**config.mk**
```make
export PLATFORM = sky130hd
export DESIGN_NAME = eps_port_status
export DESIGN_NICKNAME = d
export VERILOG_FILES = /design/src/core/eps_pkg.sv /design/src/core/eps_sync.sv /design/src/core/eps_port_status.sv
export SDC_FILE = /design/constraint.sdc
export NUM_CORES = 1
export LEC_CHECK = 0
export ABC_AREA = 1
export BUFFER_PORTS_ARGS = -buffer_cell sky130_fd_sc_hd__clkbuf_2
export CORE_ASPECT_RATIO = 2
export CORE_MARGIN = 2
export CORE_UTILIZATION = 40
export DETAILED_ROUTE_END_ITERATION = 12
export PLACE_DENSITY = 0.82
export SETUP_SLACK_MARGIN = 0.15
export SLEW_MARGIN = 25
export SYNTH_ARGS = -nofsm -noshare
export SYNTH_HDL_FRONTEND = slang
export SYNTH_SLANG_ARGS = --single-unit
```
**constraint.sdc**
```tcl
create_clock -name i_clk_sys -period 3.79 [get_ports i_clk_sys]
set_input_delay 0.758 -clock i_clk_sys [delete_from_list [all_inputs] [get_ports i_clk_sys]]
set_output_delay 0.758 -clock i_clk_sys [all_outputs]
set_load 0.02 [all_outputs]
```
**src/core/eps_pkg.sv**
```systemverilog
package eps_pkg;
  localparam int EPS_ADDR_W = 8;
  localparam int EPS_DATA_W = 32;
  localparam int EPS_STRM_W = 8;
  localparam logic [EPS_ADDR_W-1:0] EPS_OFF_STATUS = 8'h00;
  localparam logic [EPS_ADDR_W-1:0] EPS_OFF_MODE = 8'h04;
  localparam logic [EPS_ADDR_W-1:0] EPS_OFF_MASK = 8'h08;
  localparam int EPS_OM_LSB = 17;
  localparam int EPS_DONE_BIT = 16;
  localparam int EPS_RSV_LSB = 8;
  localparam int EPS_BOOT_BIT = 7;
  localparam int EPS_TXB_BIT = 6;
  localparam int EPS_RXB_BIT = 5;
  localparam int EPS_FAULT_BIT = 4;
  localparam int EPS_RDU_BIT = 3;
  localparam int EPS_RFD_BIT = 2;
  localparam int EPS_SUM_BIT = 0;
  localparam logic [7:0] EPS_RSV_VAL = 8'hFF;
  localparam logic [1:0] EPS_MODE_NORMAL = 2'h0;
  localparam logic [1:0] EPS_MODE_INT_LOOP = 2'h1;
  localparam logic [1:0] EPS_MODE_EXT_LOOP = 2'h2;
  localparam logic [1:0] EPS_MODE_DIAG = 2'h3;
  localparam logic [1:0] EPS_MODE_RESET = 2'h0;
  localparam logic [5:0] EPS_MASK_RESET = 6'h3F;
  localparam logic [1:0] EPS_PS_STOPPED = 2'h0;
  localparam logic [1:0] EPS_PS_RUNNING = 2'h1;
  localparam logic [1:0] EPS_PS_SUSPENDED = 2'h2;
  localparam int EPS_SYNC_STAGES = 2;
  typedef enum logic [1:0] {EPS_STOPPED, EPS_RUNNING, EPS_SUSPENDED} eps_proc_e;
endpackage : eps_pkg

```
**src/core/eps_sync.sv**
```systemverilog
`timescale 1ns/1ps
`default_nettype none
module eps_sync #(
  parameter int WIDTH = 1,
  parameter logic [WIDTH-1:0] RESET_VAL = '0
) (
  input wire logic i_clk_sys,
  input wire logic i_rst,
  input wire logic [WIDTH-1:0] i_async,
  output logic [WIDTH-1:0] o_sync
);
  import eps_pkg::*;
  // stage one feeds only stage two, so metastability never reaches logic
  logic [WIDTH-1:0] stage [EPS_SYNC_STAGES];

  always_ff @(posedge i_clk_sys or posedge i_rst) begin
    if (i_rst) begin
      for (int i = 0; i < EPS_SYNC_STAGES; i++) begin
        stage[i] <= RESET_VAL;
      end
    end else begin
      stage[0] <= i_async;
      for (int i = 1; i < EPS_SYNC_STAGES; i++) begin
        stage[i] <= stage[i-1];
      end
    end
  end

  assign o_sync = stage[EPS_SYNC_STAGES-1];
endmodule : eps_sync
`default_nettype wire

```
**src/core/eps_port_status.sv**
```systemverilog
`timescale 1ns/1ps
`default_nettype none
module eps_port_status (
  input wire logic i_clk_sys,
  input wire logic i_rst,
  input wire logic i_hsel,
  input wire logic [31:0] i_haddr,
  input wire logic [1:0] i_htrans,
  input wire logic i_hwrite,
  input wire logic [2:0] i_hsize,
  input wire logic i_hready,
  input wire logic [eps_pkg::EPS_DATA_W-1:0] i_hwdata,
  output logic [eps_pkg::EPS_DATA_W-1:0] o_hrdata,
  output logic o_hreadyout,
  output logic o_hresp,
  output logic o_irq,
  input wire logic i_vacc_start,
  input wire logic i_vacc_done,
  input wire logic i_boot_msg_det,
  input wire logic i_tx_wdog_expire,
  input wire logic i_rx_wdog_expire,
  input wire logic i_bus_master,
  input wire logic i_ext_fault_in_n,
  input wire logic i_host_wr_parity_err,
  input wire logic i_mem_rd_parity_err,
  input wire logic i_rx_desc_host_owned,
  input wire logic i_rx_poll_demand,
  input wire logic i_rx_frame_recognized,
  input wire logic i_rx_frame_done,
  input wire logic i_tx_start,
  input wire logic i_tx_stop,
  input wire logic i_rx_start,
  input wire logic i_rx_stop,
  input wire logic [eps_pkg::EPS_STRM_W-1:0] i_tx_data,
  input wire logic i_tx_valid,
  output logic [eps_pkg::EPS_STRM_W-1:0] o_med_tx_data,
  output logic o_med_tx_valid,
  output logic [eps_pkg::EPS_STRM_W-1:0] o_loop_rx_data,
  output logic o_loop_rx_valid,
  output logic o_addr_filter_en,
  output logic o_boot_ind,
  output logic o_tx_abort,
  output logic o_tx_desc_err,
  output logic o_rx_abort,
  output logic o_rx_desc_last_err,
  output logic [1:0] o_tx_state,
  output logic [1:0] o_rx_state
);
  import eps_pkg::*;

  function automatic logic [1:0] state_code(input eps_proc_e s);
    unique case (s)
      EPS_STOPPED: state_code = EPS_PS_STOPPED;
      EPS_RUNNING: state_code = EPS_PS_RUNNING;
      EPS_SUSPENDED: state_code = EPS_PS_SUSPENDED;
      default: state_code = EPS_PS_STOPPED;
    endcase
  endfunction : state_code

  logic [1:0] operating_mode;
  logic access_done;
  logic remote_start_msg_flag;
  logic tx_babble_flag;
  logic rx_babble_flag;
  logic bus_fault_flag;
  logic rx_desc_unavail_flag;
  logic rx_frame_done_flag;
  logic summary_flag;
  logic [5:0] irq_mask;
  eps_proc_e tx_state;
  eps_proc_e rx_state;
  logic ext_fault_sync_n;
  logic ph_wr;
  logic [EPS_ADDR_W-1:0] ph_addr;
  logic addr_ok;
  logic wr_status;
  logic wr_mode;
  logic wr_mask;
  logic [EPS_DATA_W-1:0] status_word;
  logic [EPS_DATA_W-1:0] next_rdata;
  logic fault_evt;
  logic fault_new;
  logic rdu_set;
  logic rfd_set;

  eps_sync #(
    .WIDTH(1),
    .RESET_VAL(1'b1)
  ) u_fault_sync (
    .i_clk_sys(i_clk_sys),
    .i_rst(i_rst),
    .i_async(i_ext_fault_in_n),
    .o_sync(ext_fault_sync_n)
  );

  // bus: zero wait states, always OKAY
  assign o_hreadyout = 1'b1;
  assign o_hresp = 1'b0;
  assign addr_ok = i_hsel && i_htrans[1] && i_hready;

  always_ff @(posedge i_clk_sys or posedge i_rst) begin
    if (i_rst) begin
      ph_wr <= 1'b0;
      ph_addr <= '0;
    end else begin
      ph_wr <= addr_ok && i_hwrite;
      ph_addr <= i_haddr[EPS_ADDR_W-1:0];
    end
  end

  assign wr_status = ph_wr && (ph_addr == EPS_OFF_STATUS);
  assign wr_mode = ph_wr && (ph_addr == EPS_OFF_MODE);
  assign wr_mask = ph_wr && (ph_addr == EPS_OFF_MASK);

  assign summary_flag = tx_babble_flag | rx_babble_flag | bus_fault_flag |
                        rx_desc_unavail_flag | rx_frame_done_flag;

  always_comb begin
    status_word = '0;
    status_word[EPS_OM_LSB+1:EPS_OM_LSB] = operating_mode;
    status_word[EPS_DONE_BIT] = access_done;
    status_word[EPS_RSV_LSB+7:EPS_RSV_LSB] = EPS_RSV_VAL;
    status_word[EPS_BOOT_BIT] = remote_start_msg_flag;
    status_word[EPS_TXB_BIT] = tx_babble_flag;
    status_word[EPS_RXB_BIT] = rx_babble_flag;
    status_word[EPS_FAULT_BIT] = bus_fault_flag;
    status_word[EPS_RDU_BIT] = rx_desc_unavail_flag;
    status_word[EPS_RFD_BIT] = rx_frame_done_flag;
    status_word[EPS_SUM_BIT] = summary_flag;
  end

  always_comb begin
    next_rdata = '0;
    if (i_haddr[EPS_ADDR_W-1:0] == EPS_OFF_STATUS) begin
      next_rdata = status_word;
    end else if (i_haddr[EPS_ADDR_W-1:0] == EPS_OFF_MODE) begin
      next_rdata[1:0] = operating_mode;
    end else if (i_haddr[EPS_ADDR_W-1:0] == EPS_OFF_MASK) begin
      next_rdata[EPS_TXB_BIT:1] = irq_mask;
    end
  end

  // read data is sampled at the address phase, so a write in the previous
  // transfer's data phase (this same cycle) is not yet visible, nor is an event
  always_ff @(posedge i_clk_sys or posedge i_rst) begin
    if (i_rst) begin
      o_hrdata <= '0;
    end else if (addr_ok && !i_hwrite) begin
      o_hrdata <= next_rdata;
    end
  end

  // mode is set through its own control word; the status copy is read-only
  always_ff @(posedge i_clk_sys or posedge i_rst) begin
    if (i_rst) begin
      operating_mode <= EPS_MODE_RESET;
    end else if (wr_mode) begin
      operating_mode <= i_hwdata[1:0];
    end
  end

  always_ff @(posedge i_clk_sys or posedge i_rst) begin
    if (i_rst) begin
      irq_mask <= EPS_MASK_RESET;
    end else if (wr_mask) begin
      irq_mask <= i_hwdata[EPS_TXB_BIT:1];
    end
  end

  // a new request clears the flag, completion sets it; completion wins
  always_ff @(posedge i_clk_sys or posedge i_rst) begin
    if (i_rst) begin
      access_done <= 1'b0;
    end else begin
      access_done <= (access_done && !i_vacc_start) || i_vacc_done;
    end
  end

  assign fault_evt = (i_bus_master && !ext_fault_sync_n) ||
                     i_host_wr_parity_err || i_mem_rd_parity_err;
  assign fault_new = fault_evt && !bus_fault_flag;
  // a suspended process fetches nothing, so it cannot fail again
  assign rdu_set = i_rx_desc_host_owned && (rx_state == EPS_RUNNING);
  assign rfd_set = i_rx_frame_done || i_rx_wdog_expire;

  // sticky flags: set wins over a write-one clear in the same cycle
  always_ff @(posedge i_clk_sys or posedge i_rst) begin
    if (i_rst) begin
      remote_start_msg_flag <= 1'b0;
      tx_babble_flag <= 1'b0;
      rx_babble_flag <= 1'b0;
      bus_fault_flag <= 1'b0;
      rx_desc_unavail_flag <= 1'b0;
      rx_frame_done_flag <= 1'b0;
    end else begin
      remote_start_msg_flag <= (remote_start_msg_flag &&
        !(wr_status && i_hwdata[EPS_BOOT_BIT])) || i_boot_msg_det;
      tx_babble_flag <= (tx_babble_flag &&
        !(wr_status && i_hwdata[EPS_TXB_BIT])) || i_tx_wdog_expire;
      rx_babble_flag <= (rx_babble_flag &&
        !(wr_status && i_hwdata[EPS_RXB_BIT])) || i_rx_wdog_expire;
      bus_fault_flag <= (bus_fault_flag &&
        !(wr_status && i_hwdata[EPS_FAULT_BIT])) || fault_evt;
      rx_desc_unavail_flag <= (rx_desc_unavail_flag &&
        !(wr_status && i_hwdata[EPS_RDU_BIT])) || rdu_set;
      rx_frame_done_flag <= (rx_frame_done_flag &&
        !(wr_status && i_hwdata[EPS_RFD_BIT])) || rfd_set;
    end
  end

  always_ff @(posedge i_clk_sys or posedge i_rst) begin
    if (i_rst) begin
      o_boot_ind <= 1'b0;
    end else begin
      o_boot_ind <= (o_boot_ind && !(wr_status && i_hwdata[EPS_BOOT_BIT])) ||
                    i_boot_msg_det;
    end
  end

  always_ff @(posedge i_clk_sys or posedge i_rst) begin
    if (i_rst) begin
      tx_state <= EPS_STOPPED;
    end else if (fault_new || i_tx_wdog_expire || i_tx_stop) begin
      tx_state <= EPS_STOPPED;
    end else if (i_tx_start) begin
      tx_state <= EPS_RUNNING;
    end
  end

  always_ff @(posedge i_clk_sys or posedge i_rst) begin
    if (i_rst) begin
      rx_state <= EPS_STOPPED;
    end else if (fault_new || i_rx_stop) begin
      rx_state <= EPS_STOPPED;
    end else begin
      unique case (rx_state)
        EPS_STOPPED: begin
          if (i_rx_start) begin
            rx_state <= EPS_RUNNING;
          end
        end
        EPS_RUNNING: begin
          if (rdu_set) begin
            rx_state <= EPS_SUSPENDED;
          end
        end
        EPS_SUSPENDED: begin
          if (i_rx_poll_demand || i_rx_frame_recognized) begin
            rx_state <= EPS_RUNNING;
          end
        end
      endcase
    end
  end

  assign o_tx_state = state_code(tx_state);
  assign o_rx_state = state_code(rx_state);

  always_ff @(posedge i_clk_sys or posedge i_rst) begin
    if (i_rst) begin
      o_tx_abort <= 1'b0;
      o_tx_desc_err <= 1'b0;
      o_rx_abort <= 1'b0;
      o_rx_desc_last_err <= 1'b0;
    end else begin
      o_tx_abort <= i_tx_wdog_expire || fault_new;
      o_tx_desc_err <= i_tx_wdog_expire;
      o_rx_abort <= i_rx_wdog_expire || fault_new;
      o_rx_desc_last_err <= i_rx_wdog_expire;
    end
  end

  // diagnostic mode keeps both paths quiet rather than guess a behaviour
  always_ff @(posedge i_clk_sys or posedge i_rst) begin
    if (i_rst) begin
      o_med_tx_data <= '0;
      o_med_tx_valid <= 1'b0;
      o_loop_rx_data <= '0;
      o_loop_rx_valid <= 1'b0;
      o_addr_filter_en <= 1'b0;
    end else begin
      o_med_tx_data <= i_tx_data;
      o_loop_rx_data <= i_tx_data;
      o_med_tx_valid <= i_tx_valid && ((operating_mode == EPS_MODE_NORMAL) ||
                        (operating_mode == EPS_MODE_EXT_LOOP));
      o_loop_rx_valid <= i_tx_valid && ((operating_mode == EPS_MODE_INT_LOOP) ||
                         (operating_mode == EPS_MODE_EXT_LOOP));
      o_addr_filter_en <= (operating_mode != EPS_MODE_DIAG);
    end
  end

  assign o_irq = |({tx_babble_flag, rx_babble_flag, bus_fault_flag,
                    rx_desc_unavail_flag, rx_frame_done_flag, 1'b0} & irq_mask);

  chk_mode_ro: assert property (@(posedge i_clk_sys) disable iff (i_rst)
    wr_status |=> operating_mode == $past(operating_mode))
    else $error("status write changed operating mode");
  chk_rsv_ones: assert property (@(posedge i_clk_sys) disable iff (i_rst)
    (addr_ok && !i_hwrite && i_haddr[EPS_ADDR_W-1:0] == EPS_OFF_STATUS)
    |=> o_hrdata[EPS_RSV_LSB+7:EPS_RSV_LSB] == EPS_RSV_VAL)
    else $error("reserved field did not read as ones");
  chk_int_loop: assert property (@(posedge i_clk_sys) disable iff (i_rst)
    (i_tx_valid && operating_mode == EPS_MODE_INT_LOOP && !wr_mode)
    |=> !o_med_tx_valid && o_loop_rx_valid && o_loop_rx_data == $past(i_tx_data))
    else $error("internal loopback path wrong");
  chk_ext_loop: assert property (@(posedge i_clk_sys) disable iff (i_rst)
    (i_tx_valid && operating_mode == EPS_MODE_EXT_LOOP && !wr_mode)
    |=> o_med_tx_valid && o_loop_rx_valid)
    else $error("external loopback path wrong");
  chk_done_set: assert property (@(posedge i_clk_sys) disable iff (i_rst)
    i_vacc_done |=> access_done)
    else $error("access done not set");
  chk_tx_babble: assert property (@(posedge i_clk_sys) disable iff (i_rst)
    i_tx_wdog_expire |=> tx_babble_flag && o_tx_abort && o_tx_desc_err &&
      o_tx_state == EPS_PS_STOPPED ##1 !o_tx_desc_err || $past(i_tx_wdog_expire))
    else $error("tx watchdog handling wrong");
  chk_rx_babble: assert property (@(posedge i_clk_sys) disable iff (i_rst)
    (i_rx_wdog_expire && rx_state == EPS_RUNNING && !fault_new && !i_rx_stop &&
     !i_rx_desc_host_owned)
    |=> rx_babble_flag && rx_frame_done_flag && o_rx_desc_last_err &&
        o_rx_state == EPS_PS_RUNNING)
    else $error("rx watchdog handling wrong");
  chk_fault_stop: assert property (@(posedge i_clk_sys) disable iff (i_rst)
    fault_new |=> bus_fault_flag && o_tx_state == EPS_PS_STOPPED &&
      o_rx_state == EPS_PS_STOPPED && o_tx_abort && o_rx_abort)
    else $error("fault did not stop both processes");
  chk_pin_fault: assert property (@(posedge i_clk_sys) disable iff (i_rst)
    (!i_ext_fault_in_n && i_bus_master) [*4] |-> bus_fault_flag)
    else $error("fault pin not reported");

  chk_rdu_once: assert property (@(posedge i_clk_sys) disable iff (i_rst)
    (rx_state == EPS_SUSPENDED && wr_status && i_hwdata[EPS_RDU_BIT])
    |=> !rx_desc_unavail_flag)
    else $error("unavailable flag set again while suspended");

  chk_rx_resume: assert property (@(posedge i_clk_sys) disable iff (i_rst)
    (rx_state == EPS_SUSPENDED && i_rx_poll_demand && !fault_new && !i_rx_stop)
    |=> rx_state == EPS_RUNNING)
    else $error("reception did not resume");

  chk_set_wins: assert property (@(posedge i_clk_sys) disable iff (i_rst)
    (i_rx_frame_done && wr_status && i_hwdata[EPS_RFD_BIT]) |=> rx_frame_done_flag)
    else $error("clear beat a same-cycle event");

  chk_irq_follow: assert property (@(posedge i_clk_sys) disable iff (i_rst)
    (irq_mask == EPS_MASK_RESET) |-> (o_irq == summary_flag))
    else $error("interrupt does not follow summary");
endmodule : eps_port_status
`default_nettype wire

```
After elaboration in Yosys (flattened, before gate mapping):

Cells that the tools add are included.
Widths: inputs -> output; s select.

* eq/ne operators: 14
* bitwise logic cells: 5
* muxes and demuxes: 15
* reduce and logical (&&, ||, !) cells: 61

Operators by type and width (count)
* $logic_and 1x1->1: 26
* $logic_or 1x1->1: 18
* $eq 8x3->1 const B: 2
* $eq 8x4->1 const B: 2
* $logic_not 8->1: 2
* $mux 12: 1
* $mux 2: 6
* $logic_not 1->1: 10
* $pmux 2 s2: 2
* $mux 7: 1
* $and 6x6->6: 1
* $eq 2x1->1 const B: 3
* $eq 2x2->1 const B: 3
* $mux 6: 1
* $ne 3x3->1 const B: 2
* $pmux 2 s3: 1
* $reduce_or 6->1: 1
* $mux 5: 1
* $logic_not 2->1: 2
* $or 1x1->1: 4
* $ne 3x2->1 const B: 1
* $reduce_and 3->1: 1
* $mux 1: 2
* $ne 2x2->1 const B: 1
* $reduce_bool 2->1: 1

* input bits: 100
* register bits after elaboration: 78

Longest topological paths before layout:

* depth in word-level cells: 8
* depth in mapped cells: 7
* gate-level depth less buffers: 7

Cells and area by module:

Synthesis repeated with hierarchy kept, for this count alone.

* cell total of the unflattened synthesis: 272
* area total of the unflattened synthesis: 2493.6 µm²

By module, submodules not included
* eps_port_status: area each 2437.3 µm², cells each 269, seq. area each 1383.8 µm², instances 1
* eps_sync: area each 56.3 µm², cells each 3, seq. area each 52.6 µm², instances 1

Worst setup path after synthesis:

No wires, ideal clock.

* path kind: flip-flop to output port
* from: reg irq_mask[2]
* to: out o_irq
* path buffers: 0
* cell stages (with the launch flop): 5
* arrival time: 0.824 ns
* required time: 3.032 ns
* path slack: 2.208 ns
* path through: dfstp_2 > nand2_1 > nand2_1 > a21oi_1 > nand3_1

* cells in the longest elaborated chain, start to end: 2

RTL lines
* start, declared: RTL line eps_port_status.sv:69 `logic [5:0] irq_mask;`
* start signal, assigned: RTL line eps_port_status.sv:166 `irq_mask <= i_hwdata[EPS_TXB_BIT:1];`
* $and 6x6->6: RTL line eps_port_status.sv:293 `rx_desc_unavail_flag, rx_frame_done_flag, 1'b0} & irq_mask);`
* $reduce_or 6->1: RTL line eps_port_status.sv:292 `assign o_irq = |({tx_babble_flag, rx_babble_flag, bus_fault_flag,`
* end, declared: RTL line eps_port_status.sv:16 `output logic o_irq,`

Every way passes these cells.

Worst setup path in the final report:

Same ends and word-level chain as after synthesis.

==> results.tsv <==
stage	metric	value	unit
final_layout	P&R area growth vs syn	29.9	%
cts	hold bufs inserted after CTS	0	
cts	PostCTS Resize Cnt	0	
cts	clock root buffer	clkbuf_16	
final_layout	Antenna Cells	0	
power_and_ir_drop	Clk network pwr share	57.0	%
logic_synthesis	Synth top area share	49.2	%
logic_synthesis	synthesized area	2490	sq um
critical_path	R2R Setup Slk	2400	ps
die	Core Area	6010	sq um
timing	fmax	494	MHz
route	Vias/cell	4.77	
logic_synthesis	Synth Area in Compound Gates	1.91	%
logic_synthesis	Yosys cell types	22	
die	Core Rows	40	
cts	Clk pin slew, worst setup/hold paths	50	ps
power_and_ir_drop	logic gate share of total power	6.5	%
logic_synthesis	main combinational cell family by area after synthesis	simple AND/OR/NAND/NOR gates	
logic_synthesis	yosys warns	0	
route	number of detailed-route iterations in the first pass	4	
cts	CTS tree	done	
cts	CTS Buffer Depth	2	
power_and_ir_drop	internal power	1.41	mW
route	wire per inst	12.3	microns
timing	final setup fails	0	
power_and_ir_drop	P per Cell Area	541	nW/um^2
timing	Slew Limit Fails	0	
power_and_ir_drop	Sw Ratio	19.5	%
critical_path	Arr. time, crit path	1270	ps
critical_path	crit-path cells	nand2_1, nand2_1, a21oi_1, nand3_1, clkbuf_2	
timing	Worst slew margin	62.5	%
cts	total CTS buffers	9	
logic_synthesis	Avg Cell Area, Syn	9.19	sq um
die	total die area	6910	sq um
timing	min cycle time layout	2030	ps
logic_synthesis	main area contributors after synthesis	dfrtp_1 49%, nand2_1 12%, buf_4 9.3%	
timing	post-route setup TNS	0	ps
hold_path	worst hold path class	register to register	
logic_synthesis	Post-Syn Instances	271	
placed_design	dpl ws	1710	ps
critical_path	Critical Path Start Type	register	
timing	Hold Vio Cnt, Final	0	
critical_path	crit path kind	register to output pin	
timing	RSZ-0062 raised after global routing	false	
timing	period utilisation layout	53.5	%
final_layout	layout cells sized above 1	34.7	%
logic_synthesis	async set-reset flop share out of synthesis	100	%
power_and_ir_drop	Max VDD drop	0.000326	V
cts	CTS Sinks	57	
die	chip height	116	microns
timing	worst hold slack	361	ps
logic_synthesis	sequential area share after synthesis	57.7	%
final_layout	fin nets	461	
power_and_ir_drop	Pleak	1.90	nW
logic_synthesis	multiplexer share of the synthesized area	0	%
grt	GRT Util Overall	16.8	%
timing	worst slew pin tran	561	ps
logic_synthesis	xor and xnor area share after synthesis	0	%
placed_design	Buffers on Ports	94	
logic_synthesis	cell taking the most area after synthesis	dfrtp_1	
placed_design	GP Congestion	0.831	
run	Max Cap Viol	0	
grt	global-route wire length before repair	8540	microns
logic_synthesis	fraction of the mapped netlist area in adder cells	1.51	%
placed_design	post-DP HPWL	4050	microns
logic_synthesis	simple-gate portion of the synthesized area	24.6	%
cts	htree depth	3	
logic_synthesis	number of synthesized flops with an enable pin	0	
grt	initial antenna violation count	0	
die	width of the die	59.8	microns
route	vias	2031	
critical_path	Critical Path Sink Type	output pin	
route	Iteration-0 DRC Markers	95	
critical_path	critical path's largest stage delay	540	ps
outcome	status	finished clean	
route	wire length after detailed routing	5230	microns
cts	Post-CTS Setup Bufs	0	
final_layout	fin util	53.9	%
timing	Layout Skew	4.68	ps
grt	vias in the first global route	2048	
logic_synthesis	ys flop type	dfrtp_1	
power_and_ir_drop	share of power burned in registers	36.5	%
logic_synthesis	Seq cells post-synth	57	
die	Ports	163	
critical_path	CP most frequent cell	nand2_1	
route	DRC	0	
die	initial core utilization	41.5	%
cts	later-pin clock latency in the skew report	320	ps
critical_path	WP data required	3030	ps
timing	slack of the critical path	1760	ps
route	Post-DRT Antenna Nets	0	
grt	largest net degree at the start of global routing	31	
power_and_ir_drop	P_sw	341	uW
critical_path	slowest CP cell	dfstp_2	
critical_path	crit-path max FO	3	
grt	grt total ovfl	0	
[worst max-delay path, delay by kind of cell (launching register included)]
family                 cells  cell delay (ps)
AND/OR/NAND/NOR            3              190
flip-flops                 1              540
buffers and inverters      1              180
AO/OA/AOI/OAI              1               40
[final timing paths]
kind | from | end | cells after the start
min in group asynchronous | i_rst | o_loop_rx_data[7]$_DFF_PP0_ | 2
max in group asynchronous | i_rst | irq_mask[4]$_DFFE_PP1P_ | 3
max | irq_mask[2]$_DFFE_PP1P_ | o_irq | 5
min | u_fault_sync.stage[1]$_DFF_PP1_ | u_fault_sync.o_sync$_DFF_PP1_ | 0
min reg2reg | u_fault_sync.stage[1]$_DFF_PP1_ | u_fault_sync.o_sync$_DFF_PP1_ | 0
max reg2reg | ph_addr[1]$_DFF_PP0_ | operating_mode[1]$_DFFE_PP0P_ | 6
[placed cells by master, fill, tap and decap left out, drive strengths merged]
cell    instances
a21oi           2
buf             1
bufinv          4
clkbuf        105
clkinv          1
conb           16
dfrtp          49
dfstp           8
ha              3
inv            28
nand2          80
nand3          33
nand4           3
nor2           22
nor3            1
nor3b           1
o211ai          1
o21a            1
o21ai           3
o21bai          1
[power by group through the flow]
| stage | combinational (mW) | clock (mW) | sequential (mW) |
|---|---|---|---|
| after floorplan | 0.0733 | 0 | 0.657 |
| after global placement | 0.113 | 0 | 0.646 |
| after detailed placement | 0.116 | 0 | 0.647 |
| after CTS | 0.116 | 1.02 | 0.638 |
| after global routing | 0.129 | 1.04 | 0.640 |
| final | 0.114 | 0.996 | 0.638 |
[Yosys cell counts (3+ instances only)]
cell type and n:
nand2_1 78, dfrtp_1 49, nand3_1 33, buf_4 31, inv_1 28, nor2_1 19, dfstp_2 8, ha_1 3
nand4_1 3, o21ai_0 3
[sequential cells by signal, indices dropped and copies added (netlist names), 2 cells and up]
name            cells
rx_state            2
o_loop_rx_data      8
irq_mask            6
operating_mode      2
ph_addr             8
o_hrdata           12
[cell type report]
cell class	count	area [sq um]
fill	533	2770
sequential	57	1440
multi-input combinational	167	758
timing repair buffer	95	478
clock buffer	11	253
clock inverter	5	125
inverter	28	105
tap	63	78.8
[routing by layer]
| layer | track usage (%) | up-vias | wire [microns] |
|---|---|---|---|
| met5 | 0 | - | 0 |
| met4 | 10.5 | 0 | 185 |
| met3 | 7.03 | 17 | 471 |
| met2 | 29.4 | 118 | 2770 |
| met1 | 15.2 | 926 | 1810 |
| li1 | - | 970 | - |
[per-stage QoR]
| step | cells | cell area, sq um | power, mW |
|---|---|---|---|
| after floorplan | 285 | 2540 | 0.730 |
| after global placement | 410 | 2860 | 0.759 |
| after detailed placement | 410 | 2860 | 0.763 |
| after CTS | 426 | 3230 | 1.77 |
| after global routing | 426 | 3230 | 1.81 |
| final | 426 | 3230 | 1.75 |
[logic make-up (layout without fill, tap and decap cells)]
logic type / count (synthesis) / after routing
compound gates: 8 / 8
fa+ha+maj: 3 / 3
other cells: 2 / 16
buf+inv: 61 / 139
flops: 57 / 57
simple gates: 140 / 140
Power figures use the tool's default switching activity.
